## src/param_map_pkg.sv

```systemverilog
// shared constants for the parameter access map and its host end
package param_map_pkg;
	localparam logic [7:0] FUNC_READ = 8'h03;
	localparam logic [7:0] FUNC_WRITE = 8'h06;
	localparam logic [7:0] EXC_FLAG = 8'h80;
	localparam logic [7:0] EXC_ILLEGAL_FUNC = 8'h01;
	localparam logic [7:0] EXC_ILLEGAL_ADDR = 8'h02;
	localparam logic [7:0] EXC_ILLEGAL_DATA = 8'h03;
	localparam logic [7:0] EXC_DEVICE_FAULT = 8'h04;
	localparam logic [7:0] BROADCAST_ADDR = 8'h00;
	localparam logic [7:0] STATION_MAX = 8'hF7;
	localparam logic [15:0] PARAM_LO = 16'h0001;
	localparam logic [15:0] PARAM_HI = 16'h0D08;
	localparam logic [15:0] MON_LO = 16'h1E01;
	localparam logic [15:0] MON_HI = 16'h2010;
	localparam logic [15:0] ADDR_CONTROL_MODE = 16'h0001;
	localparam logic [15:0] ADDR_STATION = 16'h0C01;
	localparam logic [15:0] ADDR_LINE_RATE = 16'h0C02;
	localparam logic [15:0] ADDR_FRAME_FORMAT = 16'h0C03;
	localparam logic [15:0] ADDR_PERSIST = 16'h0C04;
	localparam logic [15:0] ADDR_DRIVE_STATE = 16'h1E01;
	localparam logic [15:0] RST_STATION = 16'h0001;
	localparam logic [15:0] RST_LINE_RATE = 16'h0002;
	localparam logic [15:0] RST_FRAME_FORMAT = 16'h0000;
	localparam logic [15:0] RST_PERSIST = 16'h0000;
	localparam logic [15:0] RST_CONTROL_MODE = 16'h0001;
	localparam logic [15:0] LINE_RATE_MAX = 16'h0005;
	localparam logic [15:0] FRAME_FORMAT_MAX = 16'h0003;
	localparam logic [15:0] PERSIST_MAX = 16'h0001;
	localparam logic [1:0] CLASS_STOP_RESTART = 2'h0;
	localparam logic [1:0] CLASS_RUN_RESTART = 2'h1;
	localparam logic [1:0] CLASS_STOP_NOW = 2'h2;
	localparam logic [1:0] CLASS_RUN_NOW = 2'h3;
	localparam int PARAM_WORDS = 256;
	localparam int MON_WORDS = 64;
	localparam logic [4:0] CSR_CTRL = 5'h00;
	localparam logic [4:0] CSR_REQ = 5'h04;
	localparam logic [4:0] CSR_DATA = 5'h08;
	localparam logic [4:0] CSR_STATUS = 5'h0C;
	localparam logic [4:0] CSR_RESULT = 5'h10;
endpackage

```

## src/param_link_if.sv

```systemverilog
// request and answer carrier between host controller and drive map
`timescale 1ns/1ps
interface param_link_if;
	logic req_valid;
	logic [7:0] req_station;
	logic [7:0] req_func;
	logic [15:0] req_addr;
	logic [15:0] req_data;
	logic rsp_valid;
	logic [7:0] rsp_func;
	logic [7:0] rsp_code;
	logic [15:0] rsp_addr;
	logic [15:0] rsp_data;
	modport drive(input req_valid, req_station, req_func, req_addr, req_data,
		output rsp_valid, rsp_func, rsp_code, rsp_addr, rsp_data);
	modport host(output req_valid, req_station, req_func, req_addr, req_data,
		input rsp_valid, rsp_func, rsp_code, rsp_addr, rsp_data);
endinterface

```

## src/region_decode.sv

```systemverilog
// address region classifier used by the drive map
`timescale 1ns/1ps
module region_decode
	import param_map_pkg::*;
(
	// address in
	input wire logic [15:0] addr,
	// region out
	output logic in_param,
	output logic in_mon,
	output logic [7:0] group,
	output logic [7:0] index
);
	assign group = addr[15:8];
	assign index = addr[7:0];
	assign in_param = (addr >= PARAM_LO) && (addr <= PARAM_HI);
	assign in_mon = (addr >= MON_LO) && (addr <= MON_HI);
endmodule

```

## src/drive_param_map.sv

```systemverilog
// drive end: station settings, parameter store and request execution
//
// Chosen here: the AXI4-Lite interface to the registers.
`timescale 1ns/1ps
import param_map_pkg::*;

// Notes on behaviour
// - station 0 broadcast, 1-247 individual
// - integrator assigns unique station addresses
// - rate codes 0-5, default 2
// - framing codes 0-3 stop/parity choices
// - host matches rate and framing
// - persist selection commits writes to nonvolatile
// - host avoids persistence for frequent writes
// - damaged nonvolatile memory latches permanent fault
// - parameter region read and write
// - monitor region read only
// - address is group high, index low
// - monitor base 0x1E01, same combining
// - signed values in two's complement
// - unsigned values plain binary
// - fractional values as unit step counts
// - host leaves reserved parameters alone
// - every parameter has one update class
// - errors echo function with bit 7
module drive_param_map #(
	parameter int PARAM_DEPTH = PARAM_WORDS,
	parameter int MON_DEPTH = MON_WORDS
) (
	// clock and reset
	input wire logic aclk,
	input wire logic aresetn,
	input wire logic clk_en,
	// link
	param_link_if.drive link,
	// drive state
	input wire logic drive_running,
	input wire logic nvm_damaged,
	input wire logic [15:0] mon_value [MON_DEPTH],
	// settings out
	output logic [7:0] station_address,
	output logic [2:0] line_rate_select,
	output logic [1:0] frame_format_select,
	output logic persist_writes_select,
	output logic [15:0] control_mode_select,
	// nonvolatile commit strobe with address and data, restart pending and latched fault
	output logic nvm_write,
	output logic [15:0] nvm_addr,
	output logic [15:0] nvm_data,
	output logic restart_pending,
	output logic fault_latched
);
	logic in_param;
	logic in_mon;
	logic [7:0] grp;
	logic [7:0] idx;
	logic [15:0] param_mem [PARAM_DEPTH];
	logic [1:0] param_class [PARAM_DEPTH];
	logic [15:0] rd_param;
	logic [15:0] rd_word;
	logic addressed;
	logic is_bcast;
	logic is_read;
	logic is_write;
	logic [7:0] exc;
	logic do_write;
	logic [7:0] slot;
	logic [1:0] wclass;

	region_decode dec (
		.addr(link.req_addr),
		.in_param(in_param),
		.in_mon(in_mon),
		.group(grp),
		.index(idx)
	);

	////////////////////////////////////////////////////////////////////////
	// broadcast versus own station
	assign is_bcast = link.req_station == BROADCAST_ADDR;
	assign addressed = is_bcast || (link.req_station == station_address);
	assign is_read = link.req_func == FUNC_READ;
	assign is_write = link.req_func == FUNC_WRITE;
	// group folded into a small slot; group 12 lands on its own page
	assign slot = {grp[3:0], idx[3:0]};
	// class by slot, gating writes while running
	assign wclass = param_class[slot];
	assign rd_param = param_mem[slot];

	always_comb begin
		rd_word = 16'h0000;
		unique case (link.req_addr)
			ADDR_STATION: rd_word = {8'h00, station_address};
			ADDR_LINE_RATE: rd_word = {13'h0000, line_rate_select};
			ADDR_FRAME_FORMAT: rd_word = {14'h0000, frame_format_select};
			ADDR_PERSIST: rd_word = {15'h0000, persist_writes_select};
			ADDR_CONTROL_MODE: rd_word = control_mode_select;
			default: begin
				if (in_mon) begin
					rd_word = mon_value[6'(link.req_addr - MON_LO)];
				end else begin
					rd_word = rd_param;
				end
			end
		endcase
	end

	always_comb begin
		exc = 8'h00;
		if (fault_latched) begin
			exc = EXC_DEVICE_FAULT;
		end else if (!is_read && !is_write) begin
			exc = EXC_ILLEGAL_FUNC;
		end else if (!(in_param || (in_mon && is_read))) begin
			exc = EXC_ILLEGAL_ADDR;
		end else if (is_write && !range_ok(link.req_addr, link.req_data)) begin
			exc = EXC_ILLEGAL_DATA;
		end else if (is_write && drive_running && !wclass[0]) begin
			exc = EXC_ILLEGAL_DATA;
		end
	end

	function automatic logic range_ok(input logic [15:0] a, input logic [15:0] d);
		range_ok = 1'b1;
		if (a == ADDR_STATION) range_ok = d <= {8'h00, STATION_MAX};
		if (a == ADDR_LINE_RATE) range_ok = d <= LINE_RATE_MAX;
		if (a == ADDR_FRAME_FORMAT) range_ok = d <= FRAME_FORMAT_MAX;
		if (a == ADDR_PERSIST) range_ok = d <= PERSIST_MAX;
	endfunction

	assign do_write = link.req_valid && addressed && is_write && (exc == 8'h00);

	////////////////////////////////////////////////////////////////////////
	// settings load their reset defaults, then take accepted writes
	always_ff @(posedge aclk) begin
		if (!aresetn) begin
			station_address <= RST_STATION[7:0];
			line_rate_select <= RST_LINE_RATE[2:0];
			frame_format_select <= RST_FRAME_FORMAT[1:0];
			persist_writes_select <= RST_PERSIST[0];
			control_mode_select <= RST_CONTROL_MODE;
		end else if (clk_en && do_write) begin
			unique case (link.req_addr)
				ADDR_STATION: station_address <= link.req_data[7:0];
				ADDR_LINE_RATE: line_rate_select <= link.req_data[2:0];
				ADDR_FRAME_FORMAT: frame_format_select <= link.req_data[1:0];
				ADDR_PERSIST: persist_writes_select <= link.req_data[0];
				ADDR_CONTROL_MODE: control_mode_select <= link.req_data;
				default: begin
				end
			endcase
		end
	end

	// unit-step counts kept as raw integers
	always_ff @(posedge aclk) begin
		if (clk_en && do_write) begin
			param_mem[slot] <= link.req_data;
		end
	end

	// class table: communication page runs-now, others stop-and-restart
	always_ff @(posedge aclk) begin
		if (!aresetn) begin
			for (int i = 0; i < PARAM_DEPTH; i++) begin
				param_class[i] <= (i[7:4] == 4'hC) ? CLASS_RUN_NOW : CLASS_STOP_RESTART;
			end
		end
	end

	always_ff @(posedge aclk) begin
		if (!aresetn) begin
			restart_pending <= 1'b0;
		end else if (clk_en && do_write && !wclass[1]) begin
			restart_pending <= 1'b1;
		end
	end

	////////////////////////////////////////////////////////////////////////
	// commit to nonvolatile when selected
	always_ff @(posedge aclk) begin
		if (!aresetn) begin
			nvm_write <= 1'b0;
			nvm_addr <= 16'h0000;
			nvm_data <= 16'h0000;
		end else if (clk_en) begin
			nvm_write <= do_write && persist_writes_select;
			if (do_write) begin
				nvm_addr <= link.req_addr;
				nvm_data <= link.req_data;
			end
		end
	end

	// fault sticks; reset cannot clear it
	// the reset branch resolves an unknown power-up value to clear, but keeps a set fault
	always_ff @(posedge aclk) begin
		if (clk_en && nvm_damaged) begin
			fault_latched <= 1'b1;
		end else if (!aresetn) begin
			if (fault_latched) begin
				fault_latched <= 1'b1;
			end else begin
				fault_latched <= 1'b0;
			end
		end
	end

	////////////////////////////////////////////////////////////////////////
	always_ff @(posedge aclk) begin
		if (!aresetn) begin
			link.rsp_valid <= 1'b0;
			link.rsp_func <= 8'h00;
			link.rsp_code <= 8'h00;
			link.rsp_addr <= 16'h0000;
			link.rsp_data <= 16'h0000;
		end else if (clk_en) begin
			link.rsp_valid <= link.req_valid && addressed && !is_bcast;
			if (link.req_valid && addressed) begin
				link.rsp_addr <= link.req_addr;
				link.rsp_code <= exc;
				link.rsp_func <= (exc != 8'h00) ? (link.req_func | EXC_FLAG) : link.req_func;
				link.rsp_data <= is_write ? link.req_data : rd_word;
			end
		end
	end
endmodule

```

## src/flat_wrapper.sv

```systemverilog
// flat-port wrapper written by rule: the top's interface ports become plain ports
module drive_param_map_flat 
#(
	parameter int PARAM_DEPTH = PARAM_WORDS,
	parameter int MON_DEPTH = MON_WORDS
)
  (aclk, aresetn, clk_en, drive_running, nvm_damaged, mon_value, station_address, line_rate_select, frame_format_select, persist_writes_select, control_mode_select, nvm_write, nvm_addr, nvm_data, restart_pending, fault_latched, link_req_valid, link_req_station, link_req_func, link_req_addr, link_req_data, link_rsp_valid, link_rsp_func, link_rsp_code, link_rsp_addr, link_rsp_data);
  param_link_if link_i ();
  input wire logic aclk;
  input wire logic aresetn;
  input wire logic clk_en;
  input wire logic drive_running;
  input wire logic nvm_damaged;
  input wire logic [15:0] mon_value[MON_DEPTH];
  output logic [7:0] station_address;
  output logic [2:0] line_rate_select;
  output logic [1:0] frame_format_select;
  output logic persist_writes_select;
  output logic [15:0] control_mode_select;
  output logic nvm_write;
  output logic [15:0] nvm_addr;
  output logic [15:0] nvm_data;
  output logic restart_pending;
  output logic fault_latched;
  input wire logic [$bits(link_i.req_valid)-1:0] link_req_valid;
  input wire logic [$bits(link_i.req_station)-1:0] link_req_station;
  input wire logic [$bits(link_i.req_func)-1:0] link_req_func;
  input wire logic [$bits(link_i.req_addr)-1:0] link_req_addr;
  input wire logic [$bits(link_i.req_data)-1:0] link_req_data;
  output wire logic [$bits(link_i.rsp_valid)-1:0] link_rsp_valid;
  output wire logic [$bits(link_i.rsp_func)-1:0] link_rsp_func;
  output wire logic [$bits(link_i.rsp_code)-1:0] link_rsp_code;
  output wire logic [$bits(link_i.rsp_addr)-1:0] link_rsp_addr;
  output wire logic [$bits(link_i.rsp_data)-1:0] link_rsp_data;
  assign link_i.req_valid = link_req_valid;
  assign link_i.req_station = link_req_station;
  assign link_i.req_func = link_req_func;
  assign link_i.req_addr = link_req_addr;
  assign link_i.req_data = link_req_data;
  assign link_rsp_valid = link_i.rsp_valid;
  assign link_rsp_func = link_i.rsp_func;
  assign link_rsp_code = link_i.rsp_code;
  assign link_rsp_addr = link_i.rsp_addr;
  assign link_rsp_data = link_i.rsp_data;
  drive_param_map #(.PARAM_DEPTH(PARAM_DEPTH), .MON_DEPTH(MON_DEPTH)) u_core (.aclk(aclk), .aresetn(aresetn), .clk_en(clk_en), .link(link_i), .drive_running(drive_running), .nvm_damaged(nvm_damaged), .mon_value(mon_value), .station_address(station_address), .line_rate_select(line_rate_select), .frame_format_select(frame_format_select), .persist_writes_select(persist_writes_select), .control_mode_select(control_mode_select), .nvm_write(nvm_write), .nvm_addr(nvm_addr), .nvm_data(nvm_data), .restart_pending(restart_pending), .fault_latched(fault_latched));
endmodule
```

## config.mk

```make
export PLATFORM = sky130hd
export DESIGN_NAME = drive_param_map_flat
export DESIGN_NICKNAME = d
export VERILOG_FILES = /design/src/param_map_pkg.sv /design/src/param_link_if.sv /design/src/region_decode.sv /design/src/drive_param_map.sv /design/src/flat_wrapper.sv
export SDC_FILE = /design/constraint.sdc
export NUM_CORES = 1
export LEC_CHECK = 0
export ABC_AREA = 0
export BUFFER_PORTS_ARGS = -buffer_cell sky130_fd_sc_hd__buf_2
export CAP_MARGIN = 20
export CORE_AREA = 2 2 459 461
export CTS_BUF_LIST = sky130_fd_sc_hd__clkbuf_8 sky130_fd_sc_hd__clkbuf_16
export CTS_CLUSTER_SIZE = 16
export DETAILED_ROUTE_END_ITERATION = 16
export DIE_AREA = 0 0 461 463
export GPL_ROUTABILITY_DRIVEN = 0
export PLACE_DENSITY_LB_ADDON = 0.12
export SLEW_MARGIN = 20
export SYNTH_ARGS = -nofsm -noshare
export SYNTH_HDL_FRONTEND = slang
export SYNTH_HIERARCHICAL = 1
export SYNTH_MEMORY_MAX_BITS = 65536
export SYNTH_SLANG_ARGS = --single-unit
```

## constraint.sdc

```tcl
create_clock -name aclk -period 4.95 [get_ports aclk]
set_input_delay 0.99 -clock aclk [delete_from_list [all_inputs] [get_ports aclk]]
set_output_delay 0.99 -clock aclk [all_outputs]
set_load 0.01 [all_outputs]
```

## Word-level counts from Yosys, hierarchy flattened

Memories as Yosys holds them, arrays and structs flattened.
Index checks and enable logic that the tools add are counted.

- Register bits: 114
- Memory bits (writable): 4608
- Memories: 2

- $add $sub $neg: 1
- Magnitude comparators: 9
- Equality and inequality tests: 8
- Mux-type cells: 23
- Bitwise gates (word level): 1
- Reduce and logical (&&, ||, !) cells: 33

Memories:

| name | depth | width | rd ports | clocked after memory_dff | wr ports | line | RTL |
|---|---|---|---|---|---|---|---|
| u_core.param_mem | 256 | 16 | 1 | 0 | 1 | drive_param_map.sv:57 | `logic [15:0] param_mem [PARAM_DEPTH];` |
| u_core.param_class | 256 | 2 | 1 | 0 | 256 | drive_param_map.sv:58 | `logic [1:0] param_class [PARAM_DEPTH];` |

Operators with widths:

| kind | number |
|---|---|
| binary-select mux 16 bit (select 6 bit) | 1 |
| case mux 16 bit (5 select lines) | 1 |
| equality test 16 x 12 -> 1 bit, second input constant | 4 |
| 2-to-1 mux 16 bit | 4 |
| 2-to-1 mux 8 bit | 5 |
| equality test 16 x 1 -> 1 bit, second input constant | 1 |
| greater-or-equal comparator 16 x 1 -> 1 bit, second input constant | 1 |
| greater-or-equal comparator 16 x 13 -> 1 bit, second input constant | 1 |
| less-or-equal comparator 16 x 1 -> 1 bit, second input constant | 1 |
| less-or-equal comparator 16 x 12 -> 1 bit, second input constant | 1 |
| less-or-equal comparator 16 x 14 -> 1 bit, second input constant | 1 |
| less-or-equal comparator 16 x 2 -> 1 bit, second input constant | 1 |
| less-or-equal comparator 16 x 3 -> 1 bit, second input constant | 1 |
| less-or-equal comparator 16 x 8 -> 1 bit, second input constant | 1 |
| logical NOT 8 bit | 2 |
| logical AND 1 bit | 15 |
| AND reduction 2 bit | 7 |
| 2-to-1 mux 1 bit | 11 |
| equality test 8 x 2 -> 1 bit, second input constant | 1 |
| equality test 8 x 3 -> 1 bit, second input constant | 1 |
| equality test 8 bit | 1 |
| nonzero test 8 bit | 1 |
| greater-or-equal comparator 7 bit, second input constant | 1 |
| inverter 6 -> 7 bit | 1 |
| 4 further kinds | 10 |

## Depth between registers and ports, before layout

- Depth after elaboration: 19
- Gate-level depth with buffers: 13

## Worst setup path after synthesis

No wires, ideal clock.

- Kind: in2reg
- Start point: in link_req_addr[0]
- End point: reg u_core.link.rsp_data[1]
- Setup time: 0.127 ns
- Arrival time: 3.997 ns
- Required time: 4.823 ns
- Slack: 0.826 ns
- Stages: 12
- Path through: buf_2 -> buf_4 -> buf_2 -> inv_2 -> ha_1 -> buf_2 -> clkbuf_1 -> mux4_2 -> mux4_2 -> mux2i_1 -> nor3_1 -> or3_1

- Longest elaborated chain between the ends: 8

Ends and longest elaborated chain:

| element | line | RTL |
|---|---|---|
| from (decl) | flat_wrapper.sv:28 | `input wire logic [$bits(link_i.req_addr)-1:0] link_req_addr;` |
| subtractor 6 x 1 -> 6 bit | drive_param_map.sv:100 | `rd_word = mon_value[6'(link.req_addr - MON_LO)];` |
| inverter 6 -> 7 bit (implied by the code) | drive_param_map.sv:100 |  |
| binary-select mux 16 bit (select 6 bit) | drive_param_map.sv:100 |  |
| 2-to-1 mux 16 bit (implied by the code) (2 in a row) | drive_param_map.sv:100 |  |
| 2-to-1 mux 16 bit | drive_param_map.sv:99 | `if (in_mon) begin` |
| case mux 16 bit (5 select lines) * | drive_param_map.sv:92 | `unique case (link.req_addr)` |
| 2-to-1 mux 16 bit * | drive_param_map.sv:223 | `link.rsp_data <= is_write ? link.req_data : rd_word;` |
| to (signal assigned) | drive_param_map.sv:223 |  |
| to (decl) | param_link_if.sv:15 | `output rsp_valid, rsp_func, rsp_code, rsp_addr, rsp_data);` |

Every way passes the cells marked *; elsewhere a longest branch is shown, timed or not. The select of a mux whose other input is x is not followed.
A chain may end at the register's enable or synchronous reset.

## Worst setup path after layout

Same ends and word-level chain as after synthesis.

==> impl_metrics.toml <==
[outcome]
status = "complete, no violations"

[yosys]
ys.flop_type = "dfxtp_1"
synthMostInstantiatedCell = "mux4_2"
synth_edf_count = 0
ys_seq_area_share_pct = 7.74
syn_avg_cell_area_sq_um = 12.7
yosysWarnings = 6
synth_cell_types = 46
synthTopCellsByCount = "290 x mux4_2, 83 x buf_4, 79 x nand2_1, 46 x clkbuf_1, 41 x dfxtp_1"
syn_inst = 834
synth_top_area_share_pct = 61.6
ys_ff_latch = 41
yosysTopAreaCell = "mux4_2"
netlist_area_sq_um = 10600
async_flop_share_pct = 0
synthTopCellsByArea = "mux4_2 62%, dfxtp_1 7.7%, buf_4 5.9%"

[layout]
fill_cells = 24415
drive_gt1_share_pct = 79.1
fin_nets = 3001
multiInputGateArea_sq_um = 9110
seq_area_sq_um = 821
area_growth_pct = 87.3

[cts]
post-cts-setup-buffers = 0
cts_tree = "yes"
ctsHoldBuffers = 0
clock_sinks = 41
clock_path_buffers = 2
cts_root_buf = "clkbuf_16"
htreeDepth = 2
clk_latency_ns = 0.34
post_cts_resized = 0
cts_buffers = 5
path_clk_slew_ns = 0.09

[sta]
fin_skew_ns = 0
fmax_ghz = 0.254
slew_headroom_pct = 42.9
rsz0062_at_grt = "no"
period_needed_ns = 3.94
slew_viol_final = 0
final-hold-violation-count = 0
setup_viol = 0
fin_setup_tns_ns = 0
tightest_slew_ns = 0.854
fin_crit_sh_pct = 79.5

[route]
vias = 13270
viasPerCell = 2.79
drtIter0Drc = 535
wl_microns = 127000
ant_nets = 0
dr.pass1.iters = 4
wl_per_cell_microns = 26.8
drc = 0

[die]
design.die.area_sq_um = 213000
die_h_microns = 463
io_pins = 1192
row_count = 168
core-area_sq_um = 209000
initial_core_util_pct = 5.09
die_w_microns = 461

[worst_setup_path]
start_kind = "input pin"
r2r-start = "u_core/link.rsp_data[0]"
cp_max_fo = 27
startpoint = "link_req_addr[0]"
crit_path_end_kind = "flip-flop"
critPathKind = "in2reg"
critPathRequiredTime_ns = 5.18
crit_arrival_ns = 4.16

[min_path]
min_from = "u_core/link.rsp_addr[2]"
hp-class = "reg2reg"

[power]
peakVddDrop_mv = 0.122
power_density_nw_per_um2 = 137
p_total_mw = 2.71
power.leakage_nw = 8.07

[place]
portBuffers = 1117
dpl.hpwl_microns = 117000

[job]
drv_cap = 0

[global_route]
overflow = 0
grt_pass1_wl_microns = 158000
grt_usage_pct = 11.4
grt_pass1_vias = 14729
grt_max_degree = 42
grt_antenna_before_repair = 141
==> flip-flops by register name, indices dropped and copies added (netlist names) <==
register	count
u_core/link.rsp_addr	16
u_core/link.rsp_data	16
u_core/link.rsp_func	8
u_core/link.rsp_valid	1
==> worst paths after layout <==
path	slack [ns]	cells past startpoint	endpoint
max	1.01	11	u_core/link.rsp_data[1]
min reg2reg	0.46	2	u_core/link.rsp_addr[2]
min	0.46	2	u_core/link.rsp_addr[2]
max reg2reg	2.99	5	u_core/link.rsp_data[0]
==> kinds of logic after synthesis <==
family,share of synthesized area [%]
other cells,0.0708
mux,67.9
flops,7.74
buf+inv,9.45
simple gates,6.25
fa+ha+maj,0.472
xor+xnor,0.649
compound gates,7.49
==> power by group <==
part,internal [mW],leakage [nW],total (mW),switching (mW)
logic,0.975,7.67,1.97,1.00
registers,0.330,0.330,0.331,0.000455
clock network,0.192,0.0706,0.409,0.217
==> metal layers <==
| metal | up-vias | wire, microns | GRT usage, % |
|---|---|---|---|
| met1 | 6527 | 50900 | 13.5 |
| met2 | 831 | 62600 | 20.2 |
| met3 | 190 | 11800 | 4.25 |
| met5 | - | 510 | 0 |
| met4 | 82 | 1400 | 0.849 |
| li1 | 5640 | - | - |
==> per-stage QoR <==
stage | setup WS, ns | cell area [sq um] | util [%] | instances | hold slack [ns]
after floorplan | 0.826 | 10900 | - | 904 | 0.488
after global placement | 0.478 | 19700 | 9.43 | 4717 | 0.455
after CTS | 0.887 | 19800 | 9.50 | 4725 | 0.467
after global routing | 0.875 | 19800 | 9.51 | 4731 | 0.490
after detailed placement | 0.482 | 19700 | 9.43 | 4717 | 0.457
final | 1.01 | 19900 | 9.53 | 4748 | 0.460
==> area by class of cell <==
cell class              instances  share of cell area [%]
diodes                         23                   0.290
flip-flops and latches         41                    4.13
clock buffers                   5                   0.630
inverters                       3                  0.0567
clock inverters                 3                   0.126
multi-input cells             692                    45.8
repair buffers               1176                    31.3
well taps                    2805                    17.7
==> critical path, stage by stage <==
cell     delay, ns
buf_8         0.27
inv_2         0.10
ha_4          0.44
buf_12        0.26
buf_4         0.21
mux4_2        0.37
mux4_2        0.54
mux2i_1       0.34
buf_4         0.19
nor3_1        0.04
or3_1         0.34
==> layout by cell type, fill, tap and decap left out, drive strengths merged, types with 2 or more instances in the layout <==
cell,Yosys,final
mux2i,3,3
mux2,57,57
dfxtp,41,41
nor2b,4,4
buf,122,1176
o22ai,28,28
a21o,15,15
or4,2,2
a21oi,18,18
nor3b,3,3
diode,0,23
nor3,5,5
a2111oi,2,2
nor2,7,7
o21ai,15,15
nor4,6,6
inv,3,4
a31oi,15,15
a21boi,23,23
or3,17,17
nand2,80,80
clkbuf,46,5
mux4,290,290
nand3,4,4
and2,4,4
conb,2,72
xnor2,6,6
nand4,2,2
ha,4,4
No activity file was read; power rests on OpenSTA's default activity.
